<file path="config.mk">
export PLATFORM = sky130hd
export DESIGN_NAME = scp_port
export DESIGN_NICKNAME = d
export VERILOG_FILES = /design/src/verilog/scp_pkg.sv /design/src/verilog/scp_fifo.sv /design/src/verilog/scp_port.sv
export SDC_FILE = /design/constraint.sdc
export NUM_CORES = 1
export LEC_CHECK = 0
export ABC_AREA = 1
export BUFFER_PORTS_ARGS = -buffer_cell sky130_fd_sc_hd__buf_2
export CORE_ASPECT_RATIO = 0.75
export CORE_MARGIN = 8
export CORE_UTILIZATION = 24
export CTS_CLUSTER_SIZE = 16
export DETAILED_ROUTE_END_ITERATION = 8
export HOLD_SLACK_MARGIN = 0.05
export MAX_ROUTING_LAYER = met4
export PLACE_DENSITY = 0.51
export SYNTH_ARGS = -nofsm -noshare
export SYNTH_HDL_FRONTEND = slang
export SYNTH_SLANG_ARGS = --single-unit
export TNS_END_PERCENT = 100
</file>
<file path="constraint.sdc">
create_clock -name clk -period 2.4 [get_ports clk]
set_input_delay 0.12 -clock clk [delete_from_list [all_inputs] [get_ports clk]]
set_output_delay 0.12 -clock clk [all_outputs]
set_load 0.05 [all_outputs]
</file>
<file path="src/verilog/scp_pkg.sv">
// Package: register map, mode codes and timing counts of the serial port
`default_nettype none
package scp_pkg;
	// ------------------------------------------------------------------
	// Register map
	// ------------------------------------------------------------------
	localparam logic [7:0] SCP_ADDR_CLK_DIV = 8'hA2; // Clock-rate divider
	localparam logic [7:0] SCP_ADDR_DATA    = 8'hA3; // Data buffer
	localparam logic [7:0] SCP_CLK_DIV_RST  = 8'h00; // Divider reset value
	localparam logic [7:0] SCP_DATA_RST     = 8'h00; // Data reset value
	localparam logic [7:0] SCP_UNMAPPED     = 8'h00; // Read of other offsets

	// ------------------------------------------------------------------
	// Slave-select mode codes
	// ------------------------------------------------------------------
	localparam logic [1:0] SCP_SSM_3WIRE = 2'h0; // Select pin unused
	localparam logic [1:0] SCP_SSM_4WIRE = 2'h1; // Select is an input
	localparam int         SCP_SSM_DRIVE = 1;    // Bit that marks driven mode

	// ------------------------------------------------------------------
	// Transfer shape
	// ------------------------------------------------------------------
	localparam int         SCP_BITS       = 8;    // Bits per transfer
	localparam logic [3:0] SCP_LAST_EDGE  = 4'hF; // Sixteenth clock edge
	localparam logic [2:0] SCP_LAST_BIT   = 3'h7; // Eighth sample
	localparam int         SCP_FIFO_DEPTH = 32;   // Transmit buffer words

	// ------------------------------------------------------------------
	// Timing, system clock 125 MHz
	// ------------------------------------------------------------------
	localparam int SCP_CLK_PS     = 8000; // System clock period
	localparam int SCP_SEZ_MAX_NS = 32;   // Select fall to output valid
	localparam int SCP_SDZ_MAX_NS = 32;   // Select rise to output release
	localparam int SCP_SLH_MIN_NS = 48;   // Last edge to output change
	localparam int SCP_SLH_MAX_NS = 64;   // Same, upper bound
	localparam int SCP_SEZ_CYC    = (SCP_SEZ_MAX_NS * 1000) / SCP_CLK_PS;
	localparam int SCP_SDZ_CYC    = (SCP_SDZ_MAX_NS * 1000) / SCP_CLK_PS;
	localparam int SCP_SLH_MIN_CYC =
		(SCP_SLH_MIN_NS * 1000 + SCP_CLK_PS - 1) / SCP_CLK_PS;
	localparam int SCP_SLH_MAX_CYC = (SCP_SLH_MAX_NS * 1000) / SCP_CLK_PS;
	localparam int SCP_SYNC_LAT   = 2;    // Synchroniser plus edge register
	localparam logic [2:0] SCP_HOLD_CYC =
		3'(SCP_SLH_MIN_CYC - SCP_SYNC_LAT);

	// ------------------------------------------------------------------
	// Sequencer states
	// ------------------------------------------------------------------
	typedef enum logic [1:0] {
		SCP_IDLE   = 2'b00,
		SCP_MASTER = 2'b01,
		SCP_SLAVE  = 2'b10,
		SCP_HOLD   = 2'b11
	} scp_state_t;
endpackage
`default_nettype wire

</file>
<file path="src/verilog/scp_fifo.sv">
// Module: transmit byte FIFO with valid/ready on both sides
`timescale 1ns/1ps
`default_nettype none
module scp_fifo
	import scp_pkg::*;
#(
	parameter int WIDTH = 8,
	parameter int DEPTH = SCP_FIFO_DEPTH
)(
	// Clock and reset
	input  wire logic             clk,
	input  wire logic             rst_n,
	// Filling side
	input  wire logic             in_valid,
	output logic                  in_ready,
	input  wire logic [WIDTH-1:0] in_data,
	// Draining side
	output logic                  out_valid,
	input  wire logic             out_ready,
	output logic [WIDTH-1:0]      out_data
);
	localparam int AW = $clog2(DEPTH);
	localparam int CW = $clog2(DEPTH + 1);

	logic [WIDTH-1:0] mem_reg [DEPTH]; // Storage words
	logic [AW-1:0]    wr_ptr_reg;      // Next write slot
	logic [AW-1:0]    wr_ptr_next;
	logic [AW-1:0]    rd_ptr_reg;      // Next read slot
	logic [AW-1:0]    rd_ptr_next;
	logic [CW-1:0]    count_reg;       // Words held
	logic [CW-1:0]    count_next;
	logic             push;
	logic             pop;

	// Honest flags straight from the count
	assign in_ready  = (count_reg != CW'(DEPTH));
	assign out_valid = (count_reg != '0);
	assign out_data  = mem_reg[rd_ptr_reg];
	assign push      = in_valid & in_ready;
	assign pop       = out_valid & out_ready;

	// ------------------------------------------------------------------
	// Pointer and count update
	// ------------------------------------------------------------------
	always_comb
	begin
		wr_ptr_next = wr_ptr_reg;
		rd_ptr_next = rd_ptr_reg;
		count_next  = count_reg;
		if (push)
			wr_ptr_next = (wr_ptr_reg == AW'(DEPTH - 1)) ? '0 : wr_ptr_reg + 1'b1;
		if (pop)
			rd_ptr_next = (rd_ptr_reg == AW'(DEPTH - 1)) ? '0 : rd_ptr_reg + 1'b1;
		if (push && !pop)
			count_next = count_reg + 1'b1;
		else if (pop && !push)
			count_next = count_reg - 1'b1;
	end

	always_ff @(posedge clk)
	begin
		if (!rst_n)
		begin
			wr_ptr_reg <= '0;
			rd_ptr_reg <= '0;
			count_reg  <= '0;
		end
		else
		begin
			wr_ptr_reg <= wr_ptr_next;
			rd_ptr_reg <= rd_ptr_next;
			count_reg  <= count_next;
		end
	end

	// Storage carries no reset; it is only read behind out_valid
	always_ff @(posedge clk)
	begin
		if (push)
			mem_reg[wr_ptr_reg] <= in_data;
	end
endmodule
`default_nettype wire

</file>
<file path="src/verilog/scp_port.sv">
// Module: serial port clock divider, data buffers and transfer sequencer
//
// Contract
// - Master clock is system clock over 2(N+1)
// - Data write buffers byte, starts master transfer
// - Data read returns the receive buffer
// - Clock polarity one inverts idle level, edges
// - Slave output valid within four cycles
// - Slave output released within four cycles
// - Phase one: output changes six to eight
// - Select mode picks three-wire, input, driven
// - Empty flag set when last byte enters shifter; the phase-one SCP_HOLD load leaves it in the buffer, so the flag stays clear
`timescale 1ns/1ps
`default_nettype none
module scp_port
	import scp_pkg::*;
#(
	parameter int FIFO_DEPTH = SCP_FIFO_DEPTH
)(
	// Clock and reset
	input  wire logic       clk,
	input  wire logic       rst_n,
	// Register port
	input  wire logic [7:0] sfr_addr,
	input  wire logic       sfr_wr,
	input  wire logic       sfr_rd,
	input  wire logic [7:0] sfr_wdata,
	output logic [7:0]      sfr_rdata,
	output logic            sfr_wr_ready,
	// Configuration levels
	input  wire logic       spi_enable,
	input  wire logic       master_mode,
	input  wire logic       clock_polarity_select,
	input  wire logic       clock_phase_select,
	input  wire logic [1:0] slave_select_mode,
	// Status
	output logic            tx_buffer_empty_flag,
	// Serial clock pin
	input  wire logic       sck_in,
	output logic            sck_out,
	output logic            sck_oe,
	// Master-out pin
	input  wire logic       mosi_in,
	output logic            mosi_out,
	output logic            mosi_oe,
	// Master-in pin
	input  wire logic       miso_in,
	output logic            miso_out,
	output logic            miso_oe,
	// Slave select pin
	input  wire logic       slave_select_n_in,
	output logic            slave_select_n_out,
	output logic            slave_select_n_oe
);
	// ------------------------------------------------------------------
	// Declarations
	// ------------------------------------------------------------------
	scp_state_t state_reg;          // Sequencer state
	scp_state_t state_next;
	logic [7:0] clk_div_reg;        // Clock-rate divider register
	logic [7:0] clk_div_next;
	logic [7:0] rx_buf_reg;         // Receive buffer
	logic [7:0] rx_buf_next;
	logic [7:0] rdata_reg;          // Read answer
	logic [7:0] rdata_next;
	logic [7:0] tx_shift_reg;       // Outgoing bits, MSB on the pin
	logic [7:0] tx_shift_next;
	logic [7:0] rx_shift_reg;       // Incoming bits
	logic [7:0] rx_shift_next;
	logic       tx_loaded_reg;      // Shifter holds a fresh byte
	logic       tx_loaded_next;
	logic [7:0] div_cnt_reg;        // Half-period counter
	logic [7:0] div_cnt_next;
	logic [3:0] edge_cnt_reg;       // Master clock edge index
	logic [3:0] edge_cnt_next;
	logic [2:0] bit_cnt_reg;        // Slave sample count
	logic [2:0] bit_cnt_next;
	logic [2:0] hold_cnt_reg;       // Delay after last slave edge
	logic [2:0] hold_cnt_next;
	logic       sck_lvl_reg;        // Master clock, polarity zero sense
	logic       sck_lvl_next;
	logic       miso_oe_reg;        // Slave drives its output
	logic       miso_oe_next;
	logic [3:0] sync1_reg;          // First synchroniser stage
	logic [3:0] sync2_reg;          // Second stage, safe to read
	logic       sck_prev_reg;       // Previous synced clock for edges
	logic       fifo_valid;
	logic [7:0] fifo_data;
	logic       fifo_pop;
	logic       wr_data;
	logic       selected;
	logic       toggle;
	logic       lead_e;
	logic       trail_e;
	logic       s_sample;
	logic       s_shift;

	wire logic sck_s  = sync2_reg[0];
	wire logic mosi_s = sync2_reg[1];
	wire logic miso_s = sync2_reg[2];
	wire logic nss_s  = sync2_reg[3];

	// Decode of a register address, used by writes and reads
	function automatic logic hit(input logic [7:0] a, input logic [7:0] o);
		hit = (a == o);
	endfunction

	// ------------------------------------------------------------------
	// Pin synchronisers
	// ------------------------------------------------------------------
	// Pins are foreign to clk; only stage two is ever read
	always_ff @(posedge clk)
	begin
		if (!rst_n)
		begin
			// Idle levels for polarity zero: no false clock edge
			// follows reset; select starts high
			sync1_reg    <= 4'h8;
			sync2_reg    <= 4'h8;
			sck_prev_reg <= 1'b0;
		end
		else
		begin
			sync1_reg    <= {slave_select_n_in, miso_in, mosi_in, sck_in};
			sync2_reg    <= sync1_reg;
			sck_prev_reg <= sync2_reg[0];
		end
	end

	// ------------------------------------------------------------------
	// Transmit buffer
	// ------------------------------------------------------------------
	assign wr_data = sfr_wr & hit(sfr_addr, SCP_ADDR_DATA);
	// Empty as soon as the idle pop moves the last byte into the shifter
	assign tx_buffer_empty_flag = ~fifo_valid;
	// Shifter refills only between transfers
	assign fifo_pop = (state_reg == SCP_IDLE) & ~tx_loaded_reg;

	scp_fifo #(
		.WIDTH (8),
		.DEPTH (FIFO_DEPTH)
	) u_tx_fifo (
		.clk       (clk),
		.rst_n     (rst_n),
		.in_valid  (wr_data),
		.in_ready  (sfr_wr_ready),
		.in_data   (sfr_wdata),
		.out_valid (fifo_valid),
		.out_ready (fifo_pop),
		.out_data  (fifo_data)
	);

	// ------------------------------------------------------------------
	// Slave select and edge decode
	// ------------------------------------------------------------------
	// Three-wire slave is always selected; four-wire follows the pin
	always_comb
	begin
		case (slave_select_mode)
			SCP_SSM_3WIRE: selected = 1'b1;
			SCP_SSM_4WIRE: selected = ~nss_s;
			default:       selected = 1'b0;
		endcase
	end

	// Edges seen in polarity-zero sense
	assign lead_e  = (sck_s ^ clock_polarity_select) &
		~(sck_prev_reg ^ clock_polarity_select);
	assign trail_e = ~(sck_s ^ clock_polarity_select) &
		(sck_prev_reg ^ clock_polarity_select);
	// Phase zero samples on leading edges, phase one on trailing
	assign s_sample = clock_phase_select ? trail_e : lead_e;
	assign s_shift  = clock_phase_select ? lead_e : trail_e;
	assign toggle   = (div_cnt_reg == clk_div_reg);

	// ------------------------------------------------------------------
	// Sequencer next state
	// ------------------------------------------------------------------
	always_comb
	begin
		state_next     = state_reg;
		tx_shift_next  = tx_shift_reg;
		rx_shift_next  = rx_shift_reg;
		rx_buf_next    = rx_buf_reg;
		tx_loaded_next = tx_loaded_reg;
		div_cnt_next   = div_cnt_reg;
		edge_cnt_next  = edge_cnt_reg;
		bit_cnt_next   = bit_cnt_reg;
		hold_cnt_next  = hold_cnt_reg;
		sck_lvl_next   = 1'b0;
		case (state_reg)
			SCP_IDLE:
			begin
				div_cnt_next  = 8'h00;
				edge_cnt_next = 4'h0;
				bit_cnt_next  = 3'h0;
				if (fifo_pop && fifo_valid)
				begin
					// Byte moves from buffer into shifter
					tx_shift_next  = fifo_data;
					tx_loaded_next = 1'b1;
				end
				else if (spi_enable && master_mode && tx_loaded_reg)
					state_next = SCP_MASTER;
				else if (spi_enable && !master_mode && selected)
					state_next = SCP_SLAVE;
			end
			SCP_MASTER:
			begin
				sck_lvl_next = sck_lvl_reg;
				div_cnt_next = toggle ? 8'h00 : div_cnt_reg + 8'h01;
				if (toggle)
				begin
					sck_lvl_next  = ~sck_lvl_reg;
					edge_cnt_next = edge_cnt_reg + 4'h1;
					// Even edges lead, odd edges trail
					if (edge_cnt_reg[0] == clock_phase_select)
						rx_shift_next = {rx_shift_reg[6:0], miso_s};
					else if (edge_cnt_reg != 4'h0)
						tx_shift_next = {tx_shift_reg[6:0], 1'b0};
					if (edge_cnt_reg == SCP_LAST_EDGE)
					begin
						rx_buf_next    = rx_shift_next;
						tx_loaded_next = 1'b0;
						sck_lvl_next   = 1'b0;
						state_next     = SCP_IDLE;
					end
				end
				if (!spi_enable)
					state_next = SCP_IDLE;
			end
			SCP_SLAVE:
			begin
				if (s_sample)
				begin
					rx_shift_next = {rx_shift_reg[6:0], mosi_s};
					bit_cnt_next  = bit_cnt_reg + 3'h1;
					if (bit_cnt_reg == SCP_LAST_BIT)
					begin
						rx_buf_next    = rx_shift_next;
						tx_loaded_next = 1'b0;
						hold_cnt_next  = 3'h0;
						// Phase one keeps the last bit, then moves on late
						state_next = clock_phase_select ? SCP_HOLD : SCP_IDLE;
					end
				end
				else if (s_shift && !(clock_phase_select && bit_cnt_reg == 3'h0))
					tx_shift_next = {tx_shift_reg[6:0], 1'b0};
				// Deselect or a switch to master abandons the byte;
				// three-wire select never drops, so mode must free us
				if (!selected || !spi_enable || master_mode)
					state_next = SCP_IDLE;
			end
			SCP_HOLD:
			begin
				hold_cnt_next = hold_cnt_reg + 3'h1;
				if (hold_cnt_reg == SCP_HOLD_CYC - 3'h1)
				begin
					// Output changes six to eight cycles after the edge
					tx_shift_next  = fifo_valid ? fifo_data : SCP_DATA_RST;
					tx_loaded_next = fifo_valid;
					state_next     = SCP_IDLE;
				end
			end
			default: state_next = SCP_IDLE;
		endcase
		// Output enable follows the synced select within four cycles
		miso_oe_next = spi_enable & ~master_mode & selected;
	end

	always_ff @(posedge clk)
	begin
		if (!rst_n)
		begin
			state_reg     <= SCP_IDLE;
			tx_shift_reg  <= SCP_DATA_RST;
			rx_shift_reg  <= SCP_DATA_RST;
			rx_buf_reg    <= SCP_DATA_RST;
			tx_loaded_reg <= 1'b0;
			div_cnt_reg   <= 8'h00;
			edge_cnt_reg  <= 4'h0;
			bit_cnt_reg   <= 3'h0;
			hold_cnt_reg  <= 3'h0;
			sck_lvl_reg   <= 1'b0;
			miso_oe_reg   <= 1'b0;
		end
		else
		begin
			state_reg     <= state_next;
			tx_shift_reg  <= tx_shift_next;
			rx_shift_reg  <= rx_shift_next;
			rx_buf_reg    <= rx_buf_next;
			tx_loaded_reg <= tx_loaded_next;
			div_cnt_reg   <= div_cnt_next;
			edge_cnt_reg  <= edge_cnt_next;
			bit_cnt_reg   <= bit_cnt_next;
			hold_cnt_reg  <= hold_cnt_next;
			sck_lvl_reg   <= sck_lvl_next;
			miso_oe_reg   <= miso_oe_next;
		end
	end

	// ------------------------------------------------------------------
	// Register port
	// ------------------------------------------------------------------
	// Writes land at once; reads answer one cycle later
	always_comb
	begin
		clk_div_next = clk_div_reg;
		rdata_next   = rdata_reg;
		if (sfr_wr && hit(sfr_addr, SCP_ADDR_CLK_DIV))
			clk_div_next = sfr_wdata;
		if (sfr_rd)
		begin
			if (hit(sfr_addr, SCP_ADDR_CLK_DIV))
				rdata_next = clk_div_reg;
			else if (hit(sfr_addr, SCP_ADDR_DATA))
				rdata_next = rx_buf_reg;
			else
				rdata_next = SCP_UNMAPPED;
		end
	end

	always_ff @(posedge clk)
	begin
		if (!rst_n)
		begin
			clk_div_reg <= SCP_CLK_DIV_RST;
			rdata_reg   <= SCP_DATA_RST;
		end
		else
		begin
			clk_div_reg <= clk_div_next;
			rdata_reg   <= rdata_next;
		end
	end

	// ------------------------------------------------------------------
	// Pin drivers
	// ------------------------------------------------------------------
	assign sfr_rdata = rdata_reg;
	assign sck_out   = sck_lvl_reg ^ clock_polarity_select;
	assign sck_oe    = spi_enable & master_mode;
	assign mosi_out  = tx_shift_reg[7];
	assign mosi_oe   = spi_enable & master_mode;
	assign miso_out  = tx_shift_reg[7];
	assign miso_oe   = miso_oe_reg;
	// Driven mode copies the low mode bit onto the pin
	assign slave_select_n_out = slave_select_mode[0];
	assign slave_select_n_oe  = slave_select_mode[SCP_SSM_DRIVE] &
		spi_enable;

	logic [8:0] gap_cnt_reg; // Cycles since the last master clock change
	always_ff @(posedge clk)
	begin
		if (!rst_n || state_reg != SCP_MASTER || sck_lvl_next != sck_lvl_reg)
			gap_cnt_reg <= 9'h000;
		else
			gap_cnt_reg <= gap_cnt_reg + 9'h001;
	end
endmodule
`default_nettype wire

</file>
==> results of run 1 <==
==> critical path, stage by stage, from the launching register on <==
cell                      delay [ns]
sky130_fd_sc_hd__dfxtp_2        0.34
sky130_fd_sc_hd__inv_2          0.08
sky130_fd_sc_hd__ha_1           0.17
sky130_fd_sc_hd__inv_1          0.08
sky130_fd_sc_hd__nor2_2         0.15
sky130_fd_sc_hd__nand2_2        0.10
sky130_fd_sc_hd__ha_4           0.18
sky130_fd_sc_hd__inv_4          0.09
sky130_fd_sc_hd__ha_4           0.22
sky130_fd_sc_hd__a21oi_2        0.11
sky130_fd_sc_hd__nand2_1        0.09
sky130_fd_sc_hd__nand2_1        0.07
sky130_fd_sc_hd__nand2_1        0.06
sky130_fd_sc_hd__a21oi_2        0.15
sky130_fd_sc_hd__xnor2_1        0.13
sky130_fd_sc_hd__nand2_1        0.07
sky130_fd_sc_hd__a21oi_1        0.11
==> worst paths after layout <==
path,startpoint,endpoint,slack (ns),cells after the start
setup reg to reg,state_reg[0],u_tx_fifo.count_reg[5],0.15,16
setup / recovery,state_reg[0],u_tx_fifo.count_reg[5],0.15,16
hold reg to reg,sync1_reg[2],sync2_reg[2],0.41,2
hold / removal,sfr_wdata[5],u_tx_fifo.mem_reg[28][5],0.18,1
==> cell usage in the layout (no fill, tap or decap), drive strengths merged, types with 4 or more instances in the layout <==
cell	netlist	final
xor2	8	8
inv	119	119
dfxtp	93	93
a21oi	48	48
clkbuf	33	59
o211ai	21	21
nand4	4	4
clkinv	1	10
nor3	15	15
nor2	219	219
xnor2	11	11
o22ai	9	9
dlygate4sd3	0	12
ha	25	25
buf	41	103
o21ai	112	112
nand2	351	351
or2	4	4
nand3	160	160
edfxtp	256	256
==> cells in the mapped netlist, types with 2 or more instances <==
master,count
sky130_fd_sc_hd__a211oi_1,2
sky130_fd_sc_hd__a21oi_1,48
sky130_fd_sc_hd__a31oi_1,2
sky130_fd_sc_hd__and3_1,2
sky130_fd_sc_hd__buf_1,8
sky130_fd_sc_hd__buf_2,26
sky130_fd_sc_hd__buf_4,6
sky130_fd_sc_hd__clkbuf_1,33
sky130_fd_sc_hd__dfxtp_1,93
sky130_fd_sc_hd__edfxtp_1,256
sky130_fd_sc_hd__ha_1,25
sky130_fd_sc_hd__inv_1,118
sky130_fd_sc_hd__nand2_1,349
sky130_fd_sc_hd__nand2_4,2
sky130_fd_sc_hd__nand3_1,157
sky130_fd_sc_hd__nand3_2,3
sky130_fd_sc_hd__nand3b_1,2
sky130_fd_sc_hd__nand4_1,4
sky130_fd_sc_hd__nor2_1,218
sky130_fd_sc_hd__nor3_1,14
sky130_fd_sc_hd__o211ai_1,21
sky130_fd_sc_hd__o21ai_0,111
sky130_fd_sc_hd__o22ai_1,9
sky130_fd_sc_hd__or2_2,4
sky130_fd_sc_hd__xnor2_1,11
sky130_fd_sc_hd__xor2_1,8
==> per-stage QoR <==
stage          worst slack, ns  util, %
5_1_grt               -0.00646     28.7
6_report                 0.153     28.7
3_5_place_dp            0.0388     26.6
3_3_place_gp            0.0821     26.6
4_1_cts                 0.0124     28.7
2_1_floorplan           -0.217        -
==> layer usage <==
metal / part of all wire [%] / global-route usage [%] / up-vias
met5: 0 / - / -
met4: 1.8 / 3.07 / 0
met3: 6.3 / 2.45 / 51
met2: 43 / 16.9 / 295
met1: 49 / 15.3 / 5166
li1: - / - / 5357
==> layout make-up <==
type | count | area share [%]
Clock buffer | 59 | 6.24
Clock inverter | 10 | 0.547
Inverter | 120 | 2.55
Multi-Input combinational cell | 1000 | 26.7
Sequential cell | 349 | 53.6
Tap cell | 810 | 5.68
Timing Repair Buffer | 115 | 4.70
==> power breakdown <==
group          switching [mW]  internal [mW]  total [mW]  leakage [nW]
combinational            3.41           1.57        4.98          3.12
sequential              0.195           6.75        6.95          3.06
clock                    2.40           3.32        5.72         0.591
==> timing repair <==
action,in CTS,in global routing
hold buffers,12,0
endpoints found under the setup margin,0,2
resized for setup,0,6
hold endpoints to repair,23,0
==> cells by family (layout without fill, tap and decap cells) <==
logic type | Yosys count | after routing
compound gates | 196 | 196
buf+inv | 194 | 304
simple gates | 759 | 759
flops | 349 | 349
fa+ha+maj | 26 | 26
xor+xnor | 19 | 19
==> results.md, run 1 <==
Floorplan:
- The area of the core is 0.0621 mm2.
- The height of the die is 233 um.
- The die footprint is 0.0711 mm2.
- The row count is 79.
- The effective utilization at floorplan is 24.2%.
- The number of ports placed on the die boundary is 48.
- The width of the die is 305 um.

Power and ir drop:
- The overall power is 17.7 mW.
- For this design the static power due to leakage is 6.77 nW.
- The worst IR drop on VDD is 0.602 mV.
- The power density over cell area is 990 mW/mm2.

Global routing:
- The first global-routing pass estimated 61,500 um of wire.
- The pin count of the biggest net entering global routing is 99.
- The sum of overflow across all layers after global routing is 0.
- The global-route usage over all layers is 11.3%.
- The number of global-route vias before repair was 10,673.
- The number of antenna violations at the first check in global routing came to 0.

Synthesis:
- Counting flops with an async set or reset pin after synthesis yields a share of 0%.
- The net count after synthesis is 1,599.
- The post-synthesis compound-gate area fraction is 7.02%.
- The synthesized netlist devotes 1.11% of its cell area to XOR and XNOR gates.
- The synthesized netlist cell count is 1,543.
- The most used flip-flop cell after synthesis is sky130_fd_sc_hd__edfxtp_1.
- The number of register bits inferred by synthesis is 349.
- A synthesized cell averages 9.75 um2.
- The most area-hungry cell type in the Yosys netlist is sky130_fd_sc_hd__edfxtp_1.
- After synthesis, the largest family of logic cells by area is simple AND/OR/NAND/NOR gates.
- For this run, the number of Yosys warnings is 0.
- The adder-cell area share of the yosys netlist is 2.21%.
- The share of synthesized area spent on multiplexers is 0%.
- The synthesized design contains 256 enable-type register cells.
- In the post-synthesis netlist, the biggest area contributors are sky130_fd_sc_hd__edfxtp_1 (51%), sky130_fd_sc_hd__dfxtp_1 (12%), sky130_fd_sc_hd__nand2_1 (8.7%).
- For this run, the register share of the synthesized area comes to 63.4%.
- The basic-gate share of the synthesized area counting and, or, nand and nor cells is 21.0%.
- The cell area that synthesis handed to floorplanning was 0.0151 mm2.
- The unique cell type count in the Yosys netlist is 37.
- Summed over its instances, the top area cell type makes up 51.1% of the synthesized netlist area.

STA:
- Derived from the worst setup path, the maximum achievable clock frequency is 445 MHz.
- The setup TNS is 0 ns.
- At the pin with the least slew margin, the transition time is 0.862 ns.
- Hold is met by 0.179 ns.
- The relative slew slack is 42.5%.
- The max-slew violation count is 0.
- The count of endpoints failing setup in the final report is 0.
- The count of final hold-check violations is 0.
- The clock arrives with 0.0216 ns of skew.
- For the finished layout, the period the worst path requires is 2.25 ns.
- The final clock period utilization by the worst path is 93.6%.

Layout:
- In the final layout, the multi-input gates occupy 0.00476 mm2.
- The design area is 0.0178 mm2.
- The layout has 6,468 filler cells.
- The net count of the finished layout is 1,680.
- The area growth from synthesis to final layout is 18.5%.
- The antenna diode count is 0.
- Once layout is complete, the cells apart from fillers number 2,463.
- The register with the most flip-flops in the layout has 256 of them.
- The sequential cell area in the final layout is 0.00956 mm2.
- The proportion of layout cells with a drive suffix above 1 is 11.3%.

Placement:
- After detailed placement, the design holds a cell count of 2,382.
- Input and output buffers added on the ports amount to 47.
- The global placer's final weighted congestion is 0.848.
- The wire-length estimate of the detail-placed layout is 24,500 um.
- Summing all placed instances gives a cell area of 0.0165 mm2.

Detailed routing:
- After detailed routing, the average wire length per cell comes to 16.1 um.
- The remaining design rule violation count is 0.
- Summed over all layers, the routed wires come to 39,500 um.
- The number of DRC markers after the initial detailed-route iteration is 829.
- The final antenna-violating net count is 0.
- The via count of the routed design is 10,869.
- The average vias per placed instance is 4.41.
- The pre-antenna-repair detailed-routing pass consisted of 5 iterations.

Hold path:
- The worst hold path belongs to the class primary input to register.

Clock network:
- The clock root buffer is sky130_fd_sc_hd__clkbuf_16.
- TritonCTS built the clock tree.
- The maximum buffer depth of the clock tree is 3.
- The number of clock buffers added by TritonCTS is 38.
- For the worst-skew pair, the clock arrives at the later sink with an insertion delay of 0.55 ns.
- Counting every sink on the clock net gives 349.
- The clock slew at the register clock pins of the worst setup and hold paths is 0.06 ns.
- Buffers added to address setup during post-CTS repair amount to 0.
- CTS built an H-tree with a depth of 2.

Setup path:
- The category of the worst setup path capture point is a register.
- The critical path is of the register to register type.
- STA classifies the critical path startpoint as a register.
- The arrival time of the worst setup path is 2.73 ns.
- The data required time of the critical path is 2.88 ns.
- The highest fanout seen on the critical path is 5.

Flow run:
- The number of max-cap violations is 0.

Outcome:
- The run finished with clean final reports.
No activity file was read; power rests on OpenSTA's default activity.
==> run 2, diff against run 1 <==
==> constraint.sdc (replaced) <==
create_clock -name clk -period 2.4 [get_ports clk]
set_input_delay 0.48 -clock clk [delete_from_list [all_inputs] [get_ports clk]]
set_output_delay 0.48 -clock clk [all_outputs]
set_load 0.05 [all_outputs]
==> run 2 against run 1 <==
Net effect: register-to-register slack improved by 0.06 ns; sequential share of layout area fell by 0.22 points; via count rose by 1.7%; design area rose by 0.38%; first-iteration DRC count rose by 16%.
==> results.md, run 2 (same netlist as run 1, synthesis figures left out) <==
Layout:
- The footprint of the multi-input gates was 0.00478 mm2 (was 0.00476 mm2).
- The utilization after layout is 28.8% (was 28.7%).
- Commonest non-fill, non-tap cells in the layout: sky130_fd_sc_hd__nand2_1 (347), sky130_fd_sc_hd__edfxtp_1 (256), sky130_fd_sc_hd__nor2_1 (214), sky130_fd_sc_hd__nand3_1 (156), sky130_fd_sc_hd__inv_1 (114) (was sky130_fd_sc_hd__nand2_1 (348), sky130_fd_sc_hd__edfxtp_1 (256), sky130_fd_sc_hd__nor2_1 (216), sky130_fd_sc_hd__nand3_1 (156), sky130_fd_sc_hd__inv_1 (113)).
- The sequential cell area in the final layout is 0.00956 mm2 (about the same).
- The flip-flop count of the largest register, all copies and words added is 256 (unchanged).
- The fill cell total of the finished layout came to 6,470 (was 6,468).
- The antenna diode count came to 0 (unchanged).
- The net count of the finished layout is 1,688 (was 1,680).
- The area growth from synthesis to final layout is 18.9% (was 18.5%).
- The commonest non-fill, non-tap cell in the layout was sky130_fd_sc_hd__nand2_1 (unchanged).
- The proportion of layout cells with a drive suffix above 1 is 12.6% (was 11.3%).

STA:
- The time the worst path needs with I/O delays and setup is 2.23 ns (was 2.25 ns).
- The relative slew slack is 55.8% (was 42.5%).
- The setup TNS came to 0 ns (unchanged).
- The final setup skew is 0.0300 ns (was 0.0216 ns).
- The max-slew violation count is 0 (unchanged).
- The count of endpoints failing setup in the final report was 0 (unchanged).
- The final worst setup slack is 0.172 ns (was 0.153 ns).
- The actual transition at the worst max-transition pin is 0.663 ns (was 0.862 ns).
- The timing-limited maximum frequency is 449 MHz (was 445 MHz).
- The count of final hold-check violations is 0 (unchanged).
- The final clock period utilization by the worst path is 92.8% (was 93.6%).
- Setup repair after global routing left no endpoint under its margin.
- The post-route worst hold slack is 0.126 ns (was 0.179 ns).

Power and ir drop:
- The static leakage power is 6.83 nW (was 6.77 nW).
- The power density over cell area is 988 mW/mm2 (was 990 mW/mm2).
- The clock network power share was 31.9% (was 32.4%).
- The part of the total power dissipated in combinational logic is 28.8% (was 28.2%).
- The worst IR drop on VDD is 0.481 mV (was 0.602 mV).
- The design internal power came to 11.7 mW (was 11.6 mW).
- The overall power is 17.7 mW (about the same).
- The sequential group share of total power was 39.4% (about the same).
- The net switching fraction of the power is 34.0% (about the same).
- The switching component of the power is 6.00 mW (was 6.01 mW).

Setup path:
- The number of cell instances on the worst register-to-register path was 15 (was 16).
- The category of the worst setup path capture point was an output port (was register).
- The endpoint of the lowest-slack register-to-register path is u_tx_fifo.count_reg[5] (unchanged).
- The delay contributed by the slowest stage of the critical path was 0.33 ns (was 0.34 ns).
- The slack of the worst reg-to-reg path was 0.21 ns (was 0.15 ns).
- The highest fanout seen on the critical path came to 3 (was 5).
- The critical path's slowest cell was sky130_fd_sc_hd__dfxtp_1 (was sky130_fd_sc_hd__dfxtp_2).
- The category of the critical setup timing path is register to output port (was register to register).
- The arrival time of the worst setup path was 1.75 ns (was 2.73 ns).
- The data required time of the critical path is 1.92 ns (was 2.88 ns).
- The reg-to-reg startpoint is u_tx_fifo.count_reg[1] (was state_reg[0]).
- The worst setup path startpoint was u_tx_fifo.count_reg[3] (was state_reg[0]).
- The startpoint class of the critical path is a register (unchanged).
- CP Cell Sequence: nor2_2, nand2_1, nor2_2, nand2_2, buf_4, inv_1, buf_2 (was inv_2, ha_1, inv_1, nor2_2, nand2_2, ha_4, inv_4, ha_4, a21oi_2, nand2_1, nand2_1, nand2_1, a21oi_2, xnor2_1, nand2_1, a21oi_1).
- The dominant cell type by count on the critical path is sky130_fd_sc_hd__nor2_2 (was sky130_fd_sc_hd__nand2_1).

Global routing:
- The sum of overflow across all layers after global routing is 0 (unchanged).
- The pin count of the biggest net entering global routing is 90 (was 99).
- The number of antenna violations at the first check in global routing came to 0 (unchanged).
- The global-route usage over all layers is 11.7% (was 11.3%).
- The number of global-route vias before repair came to 10,796 (was 10,673).
- The first-pass GRT wire length is 63,600 um (was 61,500 um).

Floorplan:
- The number of ports placed on the die boundary is 48 (unchanged).
- The row count is 79 (unchanged).
- The width of the die is 305 um (unchanged).
- The effective utilization at floorplan is 24.2% (unchanged).
- The area of the core is 0.0621 mm2 (unchanged).
- The height of the die is 233 um (unchanged).
- The die footprint came to 0.0711 mm2 (unchanged).

Detailed routing:
- The iteration count of the initial detailed-routing pass came to 6 (was 5).
- The sum of routed wire length over all layers was 41,300 um (was 39,500 um).
- The remaining design rule violation count is 0 (unchanged).
- The average vias per placed instance is 4.48 (was 4.41).
- The number of DRC markers after the initial detailed-route iteration is 958 (was 829).
- The final antenna-violating net count is 0 (unchanged).
- The via count of the routed design is 11,054 (was 10,869).
- The routed wirelength normalized by instance count was 16.7 um (was 16.1 um).

Placement:
- The count of buffers inserted at the top-level ports is 47 (unchanged).
- The global placer's final weighted congestion is 0.799 (was 0.848).
- The worst setup slack after placement is -0.0494 ns (was 0.0388 ns).
- The HPWL after detailed placement is 27,200 um (was 24,500 um).

Hold path:
- The end point of the worst hold path is sync1_reg[1] (was u_tx_fifo.mem_reg[28][5]).
- The path category of the worst min-delay check was primary input to register (unchanged).
- The number of cells on the worst hold path is 3 (was 1).
- The launch instance of the worst min-delay path was mosi_in (was sfr_wdata[5]).

Clock network:
- The deepest level of the CTS H-tree is 2 (unchanged).
- The maximum buffer depth of the clock tree is 3 (unchanged).
- The TritonCTS clock tree is yes (unchanged).
- The total CTS buffers was 37 (was 38).
- The insertion delay to the later sink of the worst-skew pair is 0.54 ns (was 0.55 ns).
- The total clock sinks is 349 (unchanged).
- The clock slew at the register clock pins of the worst setup and hold paths came to 0.06 ns (about the same).
- The clock root buffer is sky130_fd_sc_hd__clkbuf_16 (unchanged).

Flow run:
- The number of max-cap violations came to 0 (unchanged).

Outcome:
- Run status: complete, no violations (unchanged).
## run 2: routing by layer
layer	track usage, %	share of wire [%]	vias to the layer above
met1	16.8	50	5370
met4	2.36	1.6	0
li1	-	-	5367
met3	2.19	5.7	53
met2	16.9	42	264
met5	-	0	-
## run 2: through the flow
step	instance area, um2	std cells
final	17900	2469
after floorplan	15100	1543
after global placement	16700	2403
after global routing	17900	2469
after detailed placement	16700	2403
after CTS	17900	2469
## run 2: worst max path at each step
stage               depth (start not counted)                endpoint  slack [ns]
global route                               15  u_tx_fifo.count_reg[5]        0.02
floorplan                                  15  u_tx_fifo.count_reg[5]       -0.22
finish                                      7    tx_buffer_empty_flag        0.17
global placement                           17  u_tx_fifo.count_reg[5]       -0.04
detailed placement                         15  u_tx_fifo.count_reg[4]       -0.05
CTS                                        16  u_tx_fifo.count_reg[5]        0.07
## run 2: power groups by stage
stage          registers [mW]  logic (mW)  clock network [mW]
6_report                 6.96        5.08                5.64
2_1_floorplan            7.04        3.48                   0
5_1_grt                  6.99        5.74                6.03
3_3_place_gp             7.08        5.01                   0
3_5_place_dp             7.08        5.05                   0
4_1_cts                  6.96        5.08                5.80
## run 2: layout make-up
class,instances,area share [%]
flip-flops and latches,349,53.4
clock buffers,48,5.63
repair buffers,124,5.10
inverters,120,2.55
multi-input cells,1000,26.7
clock inverters,18,0.958
well taps,810,5.66
## run 2: repair_timing
action | in CTS | in global routing
buffers inserted | 0 | 0
endpoints found under the setup margin | 0 | 3
hold buffers | 0 | 0
gates resized for setup | 0 | 11
## run 2: worst max-delay path, delay by kind of cell, from the launching register on
family,cells,cell delay (ns)
AND/OR/NAND/NOR,4,0.38
flip-flops,1,0.33
buffers and inverters,3,0.49
